===== src/verilog/ssm_map.svh =====
// Offsets, field positions, reset values and timing counts of the serial config block
`ifndef SSM_MAP_SVH
`define SSM_MAP_SVH

// ---------------------------------------------------------------
// Serial word layout
// ---------------------------------------------------------------
`define SSM_WORD_BITS        26
`define SSM_HOLD_BITS        24
`define SSM_SEL_MSB          1
`define SSM_HOLD_LSB         2

// ---------------------------------------------------------------
// Hold register select codes
// ---------------------------------------------------------------
`define SSM_SEL_OPERATION    2'h0
`define SSM_SEL_AUTO_CAL     2'h1
`define SSM_SEL_FREQ_ONE     2'h2
`define SSM_SEL_FREQ_TWO     2'h3

// ---------------------------------------------------------------
// Operation-mode field positions (word bit numbering)
// ---------------------------------------------------------------
`define SSM_PUMP_CUR_MSB     4
`define SSM_PUMP_CUR_LSB     2
`define SSM_PUMP_DLY_MSB     6
`define SSM_PUMP_DLY_LSB     5
`define SSM_POLARITY_BIT     7
`define SSM_FLOAT_BIT        8
`define SSM_SUPPLY_MSB       12
`define SSM_SUPPLY_LSB       10
`define SSM_REF_BW_MSB       14
`define SSM_REF_BW_LSB       13
`define SSM_DIAG_MSB         17
`define SSM_DIAG_LSB         15
`define SSM_PRE_BIAS_MSB     22
`define SSM_PRE_BIAS_LSB     21
`define SSM_PRE_MODE_BIT     23

// Tuning-loop enable in the auto calibration word
`define SSM_TUNE_EN_BIT      20

// ---------------------------------------------------------------
// Diagnostic output select codes
// ---------------------------------------------------------------
`define SSM_DIAG_LOCK        3'h0
`define SSM_DIAG_REF_DIV     3'h1
`define SSM_DIAG_FB_DIV      3'h2
`define SSM_DIAG_TUNE_TEST   3'h7

// ---------------------------------------------------------------
// Reset values and timing
// ---------------------------------------------------------------
`define SSM_HOLD_RESET       24'h000000
`define SSM_COARSE_BITS      7
`define SSM_COARSE_MID       7'h40
`define SSM_CLK_PERIOD_NS    25
`define SSM_SETTLE_NS        1000
`define SSM_SETTLE_CYCLES    ((`SSM_SETTLE_NS + `SSM_CLK_PERIOD_NS - 1) / `SSM_CLK_PERIOD_NS)

`endif


===== src/verilog/ssm_pkg.sv =====
// Types shared by the serial configuration block
`default_nettype none
package ssm_pkg;

    // Auto-tune sequencer states
    typedef enum logic [1:0] {
        SSM_TUNE_IDLE,
        SSM_TUNE_SETTLE,
        SSM_TUNE_DECIDE,
        SSM_TUNE_FINE
    } ssm_tune_e;

    // Decoded operation-mode controls
    typedef struct packed {
        logic [2:0] pump_current_select;
        logic [1:0] pump_delay_select;
        logic       detector_polarity;
        logic       pump_output_float;
        logic       modulator_supply_control;
        logic       divider_supply_control;
        logic       loop_supply_control;
        logic [1:0] reference_buffer_bandwidth;
        logic [2:0] diag_select;
        logic [1:0] prescaler_bias;
        logic       prescaler_mode;
    } ssm_opmode_s;

    // Auto-tune status
    typedef struct packed {
        logic [6:0] coarse_code;
        logic       busy;
        logic       fine_tune_en;
    } ssm_tune_s;

endpackage
`default_nettype wire


===== src/verilog/ssm_serial_config.sv =====
// Three-wire serial configuration port, hold registers and auto-tune sequencer
`include "ssm_map.svh"
`default_nettype none

module ssm_serial_config #(
    parameter int SETTLE_CYCLES = `SSM_SETTLE_CYCLES
) (
    input  wire logic                 clk,
    input  wire logic                 rst_b,
    input  wire logic                 serial_clock,
    input  wire logic                 serial_data,
    input  wire logic                 latch_strobe,
    input  wire logic                 vco_above_target,
    input  wire logic                 lock_detect,
    input  wire logic                 ref_divider_out,
    input  wire logic                 fb_divider_out,
    output var  ssm_pkg::ssm_opmode_s opmode,
    output var  ssm_pkg::ssm_tune_s   tune,
    output logic [23:0]               auto_calibration_control,
    output logic [23:0]               frequency_control_one,
    output logic [23:0]               frequency_control_two,
    output logic                      lock_indicator_pin
);
    import ssm_pkg::*;

    // ---------------------------------------------------------------
    // Pin synchronisers
    // ---------------------------------------------------------------
    logic [3:0] sync_a_r;
    logic [3:0] sync_b_r;
    logic       sclk_prev_r;
    logic       strobe_prev_r;
    logic       sclk_s;
    logic       data_s;
    logic       strobe_s;
    logic       above_s;

    // Two flops on the serial, strobe and comparator pins before any logic looks at them
    always_ff @(posedge clk) begin
        if (!rst_b) begin
            sync_a_r <= 4'h0;
            sync_b_r <= 4'h0;
        end else begin
            sync_a_r <= {vco_above_target, latch_strobe,
                         serial_data, serial_clock};
            sync_b_r <= sync_a_r;
        end
    end

    assign sclk_s   = sync_b_r[0];
    assign data_s   = sync_b_r[1];
    assign strobe_s = sync_b_r[2];
    assign above_s  = sync_b_r[3];

    // Previous values for edge detection
    always_ff @(posedge clk) begin
        if (!rst_b) begin
            sclk_prev_r   <= 1'b0;
            strobe_prev_r <= 1'b0;
        end else begin
            sclk_prev_r   <= sclk_s;
            strobe_prev_r <= strobe_s;
        end
    end

    logic sclk_rise;
    logic strobe_fall;

    // Clock gated by the strobe: edges while it is high are dropped
    assign sclk_rise   = sclk_s & ~sclk_prev_r & ~strobe_s;
    assign strobe_fall = ~strobe_s & strobe_prev_r;

    // ---------------------------------------------------------------
    // Load register
    // ---------------------------------------------------------------
    logic [`SSM_WORD_BITS-1:0] load_r;

    // MSB first: new bit enters at the bottom and moves up
    always_ff @(posedge clk) begin
        if (!rst_b) begin
            load_r <= '0;
        end else if (sclk_rise) begin
            load_r <= {load_r[`SSM_WORD_BITS-2:0], data_s};
        end
    end

    // ---------------------------------------------------------------
    // Hold registers
    // ---------------------------------------------------------------
    logic [1:0]  sel;
    logic [23:0] hold_data;
    logic [23:0] operation_mode_r;
    logic [23:0] auto_cal_r;
    logic [23:0] freq_one_r;
    logic [23:0] freq_two_r;
    logic        freq_write;

    assign sel       = load_r[`SSM_SEL_MSB:0];
    assign hold_data = load_r[`SSM_WORD_BITS-1:`SSM_HOLD_LSB];

    // Latch on strobe fall; unaddressed registers keep their value
    always_ff @(posedge clk) begin
        if (!rst_b) begin
            operation_mode_r <= `SSM_HOLD_RESET;
            auto_cal_r       <= `SSM_HOLD_RESET;
            freq_one_r       <= `SSM_HOLD_RESET;
            freq_two_r       <= `SSM_HOLD_RESET;
        end else if (strobe_fall) begin
            case (sel)
                `SSM_SEL_OPERATION: operation_mode_r <= hold_data;
                `SSM_SEL_AUTO_CAL:  auto_cal_r       <= hold_data;
                `SSM_SEL_FREQ_ONE:  freq_one_r       <= hold_data;
                `SSM_SEL_FREQ_TWO:  freq_two_r       <= hold_data;
                default:            operation_mode_r <= operation_mode_r;
            endcase
        end
    end

    assign freq_write = strobe_fall & sel[`SSM_SEL_MSB];

    assign auto_calibration_control = auto_cal_r;
    assign frequency_control_one    = freq_one_r;
    assign frequency_control_two    = freq_two_r;

    // ---------------------------------------------------------------
    // Operation-mode decode (hold bit = word bit - 2)
    // ---------------------------------------------------------------
    localparam int H = `SSM_HOLD_LSB;

    // Fields go straight out of the hold register flops
    always_comb begin
        opmode.pump_current_select =
            operation_mode_r[`SSM_PUMP_CUR_MSB-H:`SSM_PUMP_CUR_LSB-H];
        opmode.pump_delay_select =
            operation_mode_r[`SSM_PUMP_DLY_MSB-H:`SSM_PUMP_DLY_LSB-H];
        opmode.detector_polarity =
            operation_mode_r[`SSM_POLARITY_BIT-H];
        opmode.pump_output_float =
            operation_mode_r[`SSM_FLOAT_BIT-H];
        opmode.modulator_supply_control =
            operation_mode_r[`SSM_SUPPLY_LSB-H];
        opmode.divider_supply_control =
            operation_mode_r[`SSM_SUPPLY_LSB+1-H];
        opmode.loop_supply_control =
            operation_mode_r[`SSM_SUPPLY_MSB-H];
        opmode.reference_buffer_bandwidth =
            operation_mode_r[`SSM_REF_BW_MSB-H:`SSM_REF_BW_LSB-H];
        opmode.diag_select =
            operation_mode_r[`SSM_DIAG_MSB-H:`SSM_DIAG_LSB-H];
        opmode.prescaler_bias =
            operation_mode_r[`SSM_PRE_BIAS_MSB-H:`SSM_PRE_BIAS_LSB-H];
        opmode.prescaler_mode =
            operation_mode_r[`SSM_PRE_MODE_BIT-H];
    end

    // ---------------------------------------------------------------
    // Auto-tune sequencer
    // ---------------------------------------------------------------
    ssm_tune_e   state_r;
    logic [6:0]  coarse_r;
    logic [6:0]  trial_r;
    logic [2:0]  step_r;
    logic [15:0] wait_r;
    logic        arm_r;
    logic        enable_prev_r;
    logic        enable;
    logic        start;

    assign enable = auto_cal_r[`SSM_TUNE_EN_BIT-H];
    // Start needs a fresh 0 to 1 edge of the tuning-loop enable
    assign start  = arm_r & enable & ~enable_prev_r;

    always_ff @(posedge clk) begin
        if (!rst_b) begin
            enable_prev_r <= 1'b0;
        end else begin
            enable_prev_r <= enable;
        end
    end

    // Armed by reset and by each frequency word; arming wins over start;
    // a start refused while busy leaves the arm standing
    always_ff @(posedge clk) begin
        if (!rst_b) begin
            arm_r <= 1'b1;
        end else if (freq_write) begin
            arm_r <= 1'b1;
        end else if (start && !tune.busy) begin
            arm_r <= 1'b0;
        end
    end

    // Seven trial bits, MSB first, each after a settle wait
    always_ff @(posedge clk) begin
        if (!rst_b) begin
            state_r  <= SSM_TUNE_IDLE;
            coarse_r <= `SSM_COARSE_MID;
            trial_r  <= `SSM_COARSE_MID;
            step_r   <= 3'h0;
            wait_r   <= 16'h0000;
        end else begin
            case (state_r)
                SSM_TUNE_IDLE, SSM_TUNE_FINE: begin
                    if (start) begin
                        state_r  <= SSM_TUNE_SETTLE;
                        coarse_r <= `SSM_COARSE_MID;
                        trial_r  <= `SSM_COARSE_MID;
                        step_r   <= 3'h0;
                        wait_r   <= 16'(SETTLE_CYCLES - 1);
                    end
                end
                SSM_TUNE_SETTLE: begin
                    if (wait_r == 16'h0000) begin
                        state_r <= SSM_TUNE_DECIDE;
                    end else begin
                        wait_r <= wait_r - 16'h0001;
                    end
                end
                SSM_TUNE_DECIDE: begin
                    // Too fast: drop the trial bit, keep it otherwise
                    if (above_s) begin
                        coarse_r <= coarse_r & ~trial_r;
                    end
                    if (step_r == 3'h6) begin
                        state_r <= SSM_TUNE_FINE;
                    end else begin
                        step_r   <= step_r + 3'h1;
                        trial_r  <= trial_r >> 1;
                        coarse_r <= (above_s ? (coarse_r & ~trial_r)
                                             : coarse_r) | (trial_r >> 1);
                        wait_r   <= 16'(SETTLE_CYCLES - 1);
                        state_r  <= SSM_TUNE_SETTLE;
                    end
                end
                default: state_r <= SSM_TUNE_IDLE;
            endcase
        end
    end

    always_comb begin
        tune.coarse_code  = coarse_r;
        tune.busy         = (state_r == SSM_TUNE_SETTLE) ||
                            (state_r == SSM_TUNE_DECIDE);
        tune.fine_tune_en = (state_r == SSM_TUNE_FINE);
    end

    // ---------------------------------------------------------------
    // Lock indicator pin mux
    // ---------------------------------------------------------------
    always_ff @(posedge clk) begin
        if (!rst_b) begin
            lock_indicator_pin <= 1'b0;
        end else begin
            case (opmode.diag_select)
                `SSM_DIAG_LOCK:      lock_indicator_pin <= lock_detect;
                `SSM_DIAG_REF_DIV:   lock_indicator_pin <= ref_divider_out;
                `SSM_DIAG_FB_DIV:    lock_indicator_pin <= fb_divider_out;
                `SSM_DIAG_TUNE_TEST: lock_indicator_pin <= tune.busy;
                default:             lock_indicator_pin <= 1'b0;
            endcase
        end
    end

endmodule
`default_nettype wire


===== config.mk =====
export PLATFORM = sky130hd
export DESIGN_NAME = ssm_serial_config
export DESIGN_NICKNAME = d
export VERILOG_FILES = /design/src/verilog/ssm_pkg.sv /design/src/verilog/ssm_serial_config.sv
export VERILOG_INCLUDE_DIRS = /design/src /design/src/verilog
export SDC_FILE = /design/constraint.sdc
export NUM_CORES = 1
export LEC_CHECK = 0
export ABC_AREA = 1
export BUFFER_PORTS_ARGS = -buffer_cell sky130_fd_sc_hd__buf_4
export CAP_MARGIN = 20
export CORE_ASPECT_RATIO = 1.2
export CORE_MARGIN = 4
export CORE_UTILIZATION = 25
export DETAILED_ROUTE_END_ITERATION = 12
export GPL_TIMING_DRIVEN = 1
export PLACE_DENSITY = 0.43
export REMOVE_ABC_BUFFERS = 1
export SETUP_SLACK_MARGIN = 0.4
export SLEW_MARGIN = 30
export SYNTH_ARGS = -nofsm -noshare
export SYNTH_HDL_FRONTEND = slang
export SYNTH_SLANG_ARGS = --single-unit
export TNS_END_PERCENT = 20

===== constraint.sdc =====
create_clock -name clk -period 1.6 [get_ports clk]
set_input_delay 0.08 -clock clk [delete_from_list [all_inputs] [get_ports clk]]
set_output_delay 0.08 -clock clk [all_outputs]
set_load 0.01 [all_outputs]

==> metrics.md <==
| Metric | Value |
|---|---|
| Crit start category | `flip-flop` |
| I/O Buffers | `108` |
| Initial antenna violation count | `0` |
| Hold_ws | `0.0219 ns` |
| Fin nets | `937` |
| Synthesized cell area | `0.00616 sq mm` |
| Largest net degree at the start of global routing | `45` |
| Largest family of logic cells by synthesized area | `compound AO/OA/AOI/OAI gates` |
| Worst-path clk slew | `0.07 ns` |
| Synth unique cells | `31` |
| Post-synthesis register bit count | `164` |
| Ant diodes | `0` |
| Clock Sinks | `164` |
| RePlAce Congestion | `0.774` |
| CTS Buf Count | `17` |
| Adder-cell share of the synthesized area | `0.0142` |
| Clock skew | `0.0107 ns` |
| Met1 Usage GRT | `0.168` |
| Final instance area | `0.00873 sq mm` |
| Initial drt markers | `188` |
| H-tree Lvls | `4` |
| Gr ovfl total | `0` |
| Max-slew violations | `0` |
| Nature of the critical path endpoint | `flip-flop` |
| CP max FO | `5` |
| Total GRT Usage | `0.131` |
| Die height | `180 microns` |
| Power Density | `1200 mW/mm^2` |
| Syn_area_per_cell | `8.05 sq um` |
| First-pass GRT wire length | `28.4 mm` |
| Period utilisation layout | `0.908` |
| Slew headroom | `0.783` |
| Synthesis-to-layout area growth | `41.7%` |
| Non-Filler Instances | `1254` |
| Xor/xnor share of the synthesized area | `0.00426` |
| HP Class | `in -> reg` |
| Vias | `5534` |
| Register area share after synthesis | `0.533` |
| Clock root buffer | `clkbuf_16` |
| Outcome | `completed` |
| Via-to-Cell Ratio | `4.41` |
| Pre-CTS WS | `-0.0126 ns` |
| Clock buffer depth | `2` |
| Synth warn | `0` |
| Critical Path RT | `1.92 ns` |
| I/O Pins | `109` |
| Worst-Skew Late Latency | `0.42 ns` |
| Leak Pwr | `0.00373 uW` |
| Post-synthesis mux area share | `0` |
| Peak supply drop | `0.000725 V` |
| Worst slew pin tran | `0.326 ns` |
| Starting Density | `0.256` |
| Met2 Use GR | `0.204` |
| Final wirelength | `18.0 mm` |
| Die width | `151 microns` |
| Drt pass-1 iters | `4` |
| Die area | `0.0272 sq mm` |
| DP HPWL | `12.1 mm` |
| Placed Area | `0.00772 sq mm` |
| Max-cap violations | `0` |
| Arr. time, crit path | `1.78 ns` |
| Compound-Gate Fraction of Synth Area | `0.228` |
| Fill count | `2509` |
| Overall Power | `10400 uW` |
| Placed cells | `1204` |
| Residual DRC count | `0` |
| Core area | `0.0241 sq mm` |
| Synth Instances | `766` |
| WL/cell | `14.3 microns` |
| Met3 Track Usage GR | `0.0521` |
| RSZ-0062 raised after global routing | `yes` |
| Grt peak-use layer | `met2` |
| FMAX | `0.688 GHz` |
| Minimum clock period | `1.45 ns` |
| Final hold violation count | `0` |
| Antenna Nets Post-Route | `0` |
| # rows | `62` |
| Final setup margin | `0.147 ns` |
| Layout cells sized above 1 | `0.290` |
| Post-Synth Simple-Gate Area | `0.143` |
| Final setup viols | `0` |
| Vias in the first global route | `5405` |
| WS Path Type | `reg -> reg` |
| CTS tree | `built` |
-- state kept, by name, summed over array words and instances (netlist names) --
| name | cells |
|---|---|
| sclk_prev_r | 1 |
| coarse_r | 7 |
| operation_mode_r | 18 |
| frequency_control_two | 24 |
| state_r | 2 |
| sync_a_r | 4 |
| lock_indicator_pin | 1 |
| strobe_prev_r | 1 |
| frequency_control_one | 24 |
| wait_r | 16 |
| trial_r | 7 |
| step_r | 3 |
| load_r | 26 |
| sync_b_r | 4 |
| arm_r | 1 |
| enable_prev_r | 1 |
| auto_calibration_control | 24 |
-- kinds of logic (layout without fill, tap and decap cells) --
kind of cell    after synthesis  in the layout
fa+ha+maj                     7              7
xor+xnor                      3              3
compound gates              278            278
flops                       164            164
simple gates                195            195
buf+inv                     119            287
-- metrics by stage --
step / util / setup TNS [ns]
2_1_floorplan: - / -67.24
3_3_place_gp: 0.320 / -0.00818
3_5_place_dp: 0.320 / -0.0126
4_1_cts: 0.349 / 0
5_1_grt: 0.362 / 0
6_report: 0.362 / 0
-- worst max-delay path, cell delays in order (launching register included) --
cell     delay, ns
dfxtp_4       0.36
ha_4          0.25
buf_4         0.13
o21ai_2       0.14
inv_2         0.06
nor2_2        0.13
buf_6         0.13
nand3_2       0.05
nand2_1       0.06
a21oi_1       0.03
-- metal layers --
layer	routed length (microns)	share of wire	vias up
li1	-	-	2856
met5	0	0	-
met2	8340	0.46	97
met4	195	0.011	0
met3	1160	0.065	18
met1	8290	0.46	2563
-- timing repair --
| item | in CTS | in global routing |
|---|---|---|
| endpoints found under the setup margin | 129 | 143 |
| hold buffers | 5 | 0 |
| cloned | 0 | 3 |
| resized for setup | 19 | 55 |
| pin swaps | 5 | 30 |
| buffers inserted | 0 | 10 |
| hold endpoints to repair | 5 | 0 |
-- worst paths after layout --
check | to | slack, ns | depth (start not counted) | startpoint
hold reg to reg | sync_b_r[2] | 0.42 | 2 | sync_a_r[2]
hold / removal | lock_indicator_pin | 0.02 | 4 | fb_divider_out
setup / recovery | step_r[2] | 0.15 | 9 | state_r[1]
setup reg to reg | step_r[2] | 0.15 | 9 | state_r[1]
-- cells in the mapped netlist --
cell,instances,area share
or2_2,1,0.0010
nand2_2,2,0.0020
nor3_1,10,0.0081
ha_1,7,0.014
xor2_1,2,0.0028
nand3_1,22,0.018
a211oi_1,2,0.0024
xnor2_1,1,0.0014
nand2_4,2,0.0037
clkbuf_1,27,0.016
dfxtp_1,164,0.53
inv_1,71,0.043
o21ai_0,128,0.10
nor2_8,1,0.0032
a21oi_1,142,0.12
nor3_2,1,0.0016
nor2_4,2,0.0037
nand3_4,1,0.0028
inv_2,4,0.0024
buf_2,15,0.012
nand4_1,2,0.0020
nor2_1,60,0.037
o211a_1,1,0.0016
o31ai_1,1,0.0012
nand2_1,80,0.049
nor2_2,9,0.0091
nand3b_1,1,0.0012
buf_6,2,0.0037
o21ai_1,3,0.0024
o211ai_1,1,0.0012
nor3b_1,1,0.0012
-- placed cells by master, fill, tap and decap left out, types with 4 or more instances in the layout --
cell | netlist | routed
dfxtp_1 | 164 | 159
buf_4 | 0 | 153
a21oi_1 | 142 | 139
o21ai_0 | 128 | 119
nand2_1 | 80 | 78
inv_1 | 71 | 64
nor2_1 | 60 | 48
nand3_1 | 22 | 20
clkbuf_16 | 0 | 19
nor2_2 | 9 | 12
nor2_4 | 2 | 11
buf_12 | 0 | 11
inv_2 | 4 | 9
o21ai_1 | 3 | 8
nor3_1 | 10 | 8
buf_6 | 2 | 8
inv_6 | 0 | 5
inv_8 | 0 | 5
dlygate4sd3_1 | 0 | 5
o21ai_2 | 0 | 4
nand2_4 | 2 | 4
ha_4 | 0 | 4
dfxtp_2 | 0 | 4
-- where the power goes --
group	total [uW]	switching [uW]	internal [uW]
logic	1990	1180	815
clock network	4120	1890	2230
registers	4330	109	4220
total	10400	3180	7270
-- area by class of cell --
cell class / instances / area (sq um) / share of cell area
flip-flops and latches: 164 / 3290 / 0.377
clock inverters: 14 / 155 / 0.0178
inverters: 75 / 288 / 0.0329
multi-input cells: 483 / 2610 / 0.298
well taps: 320 / 400 / 0.0458
repair buffers: 180 / 1560 / 0.179
clock buffers: 18 / 429 / 0.0491
Power figures use the tool's default switching activity.
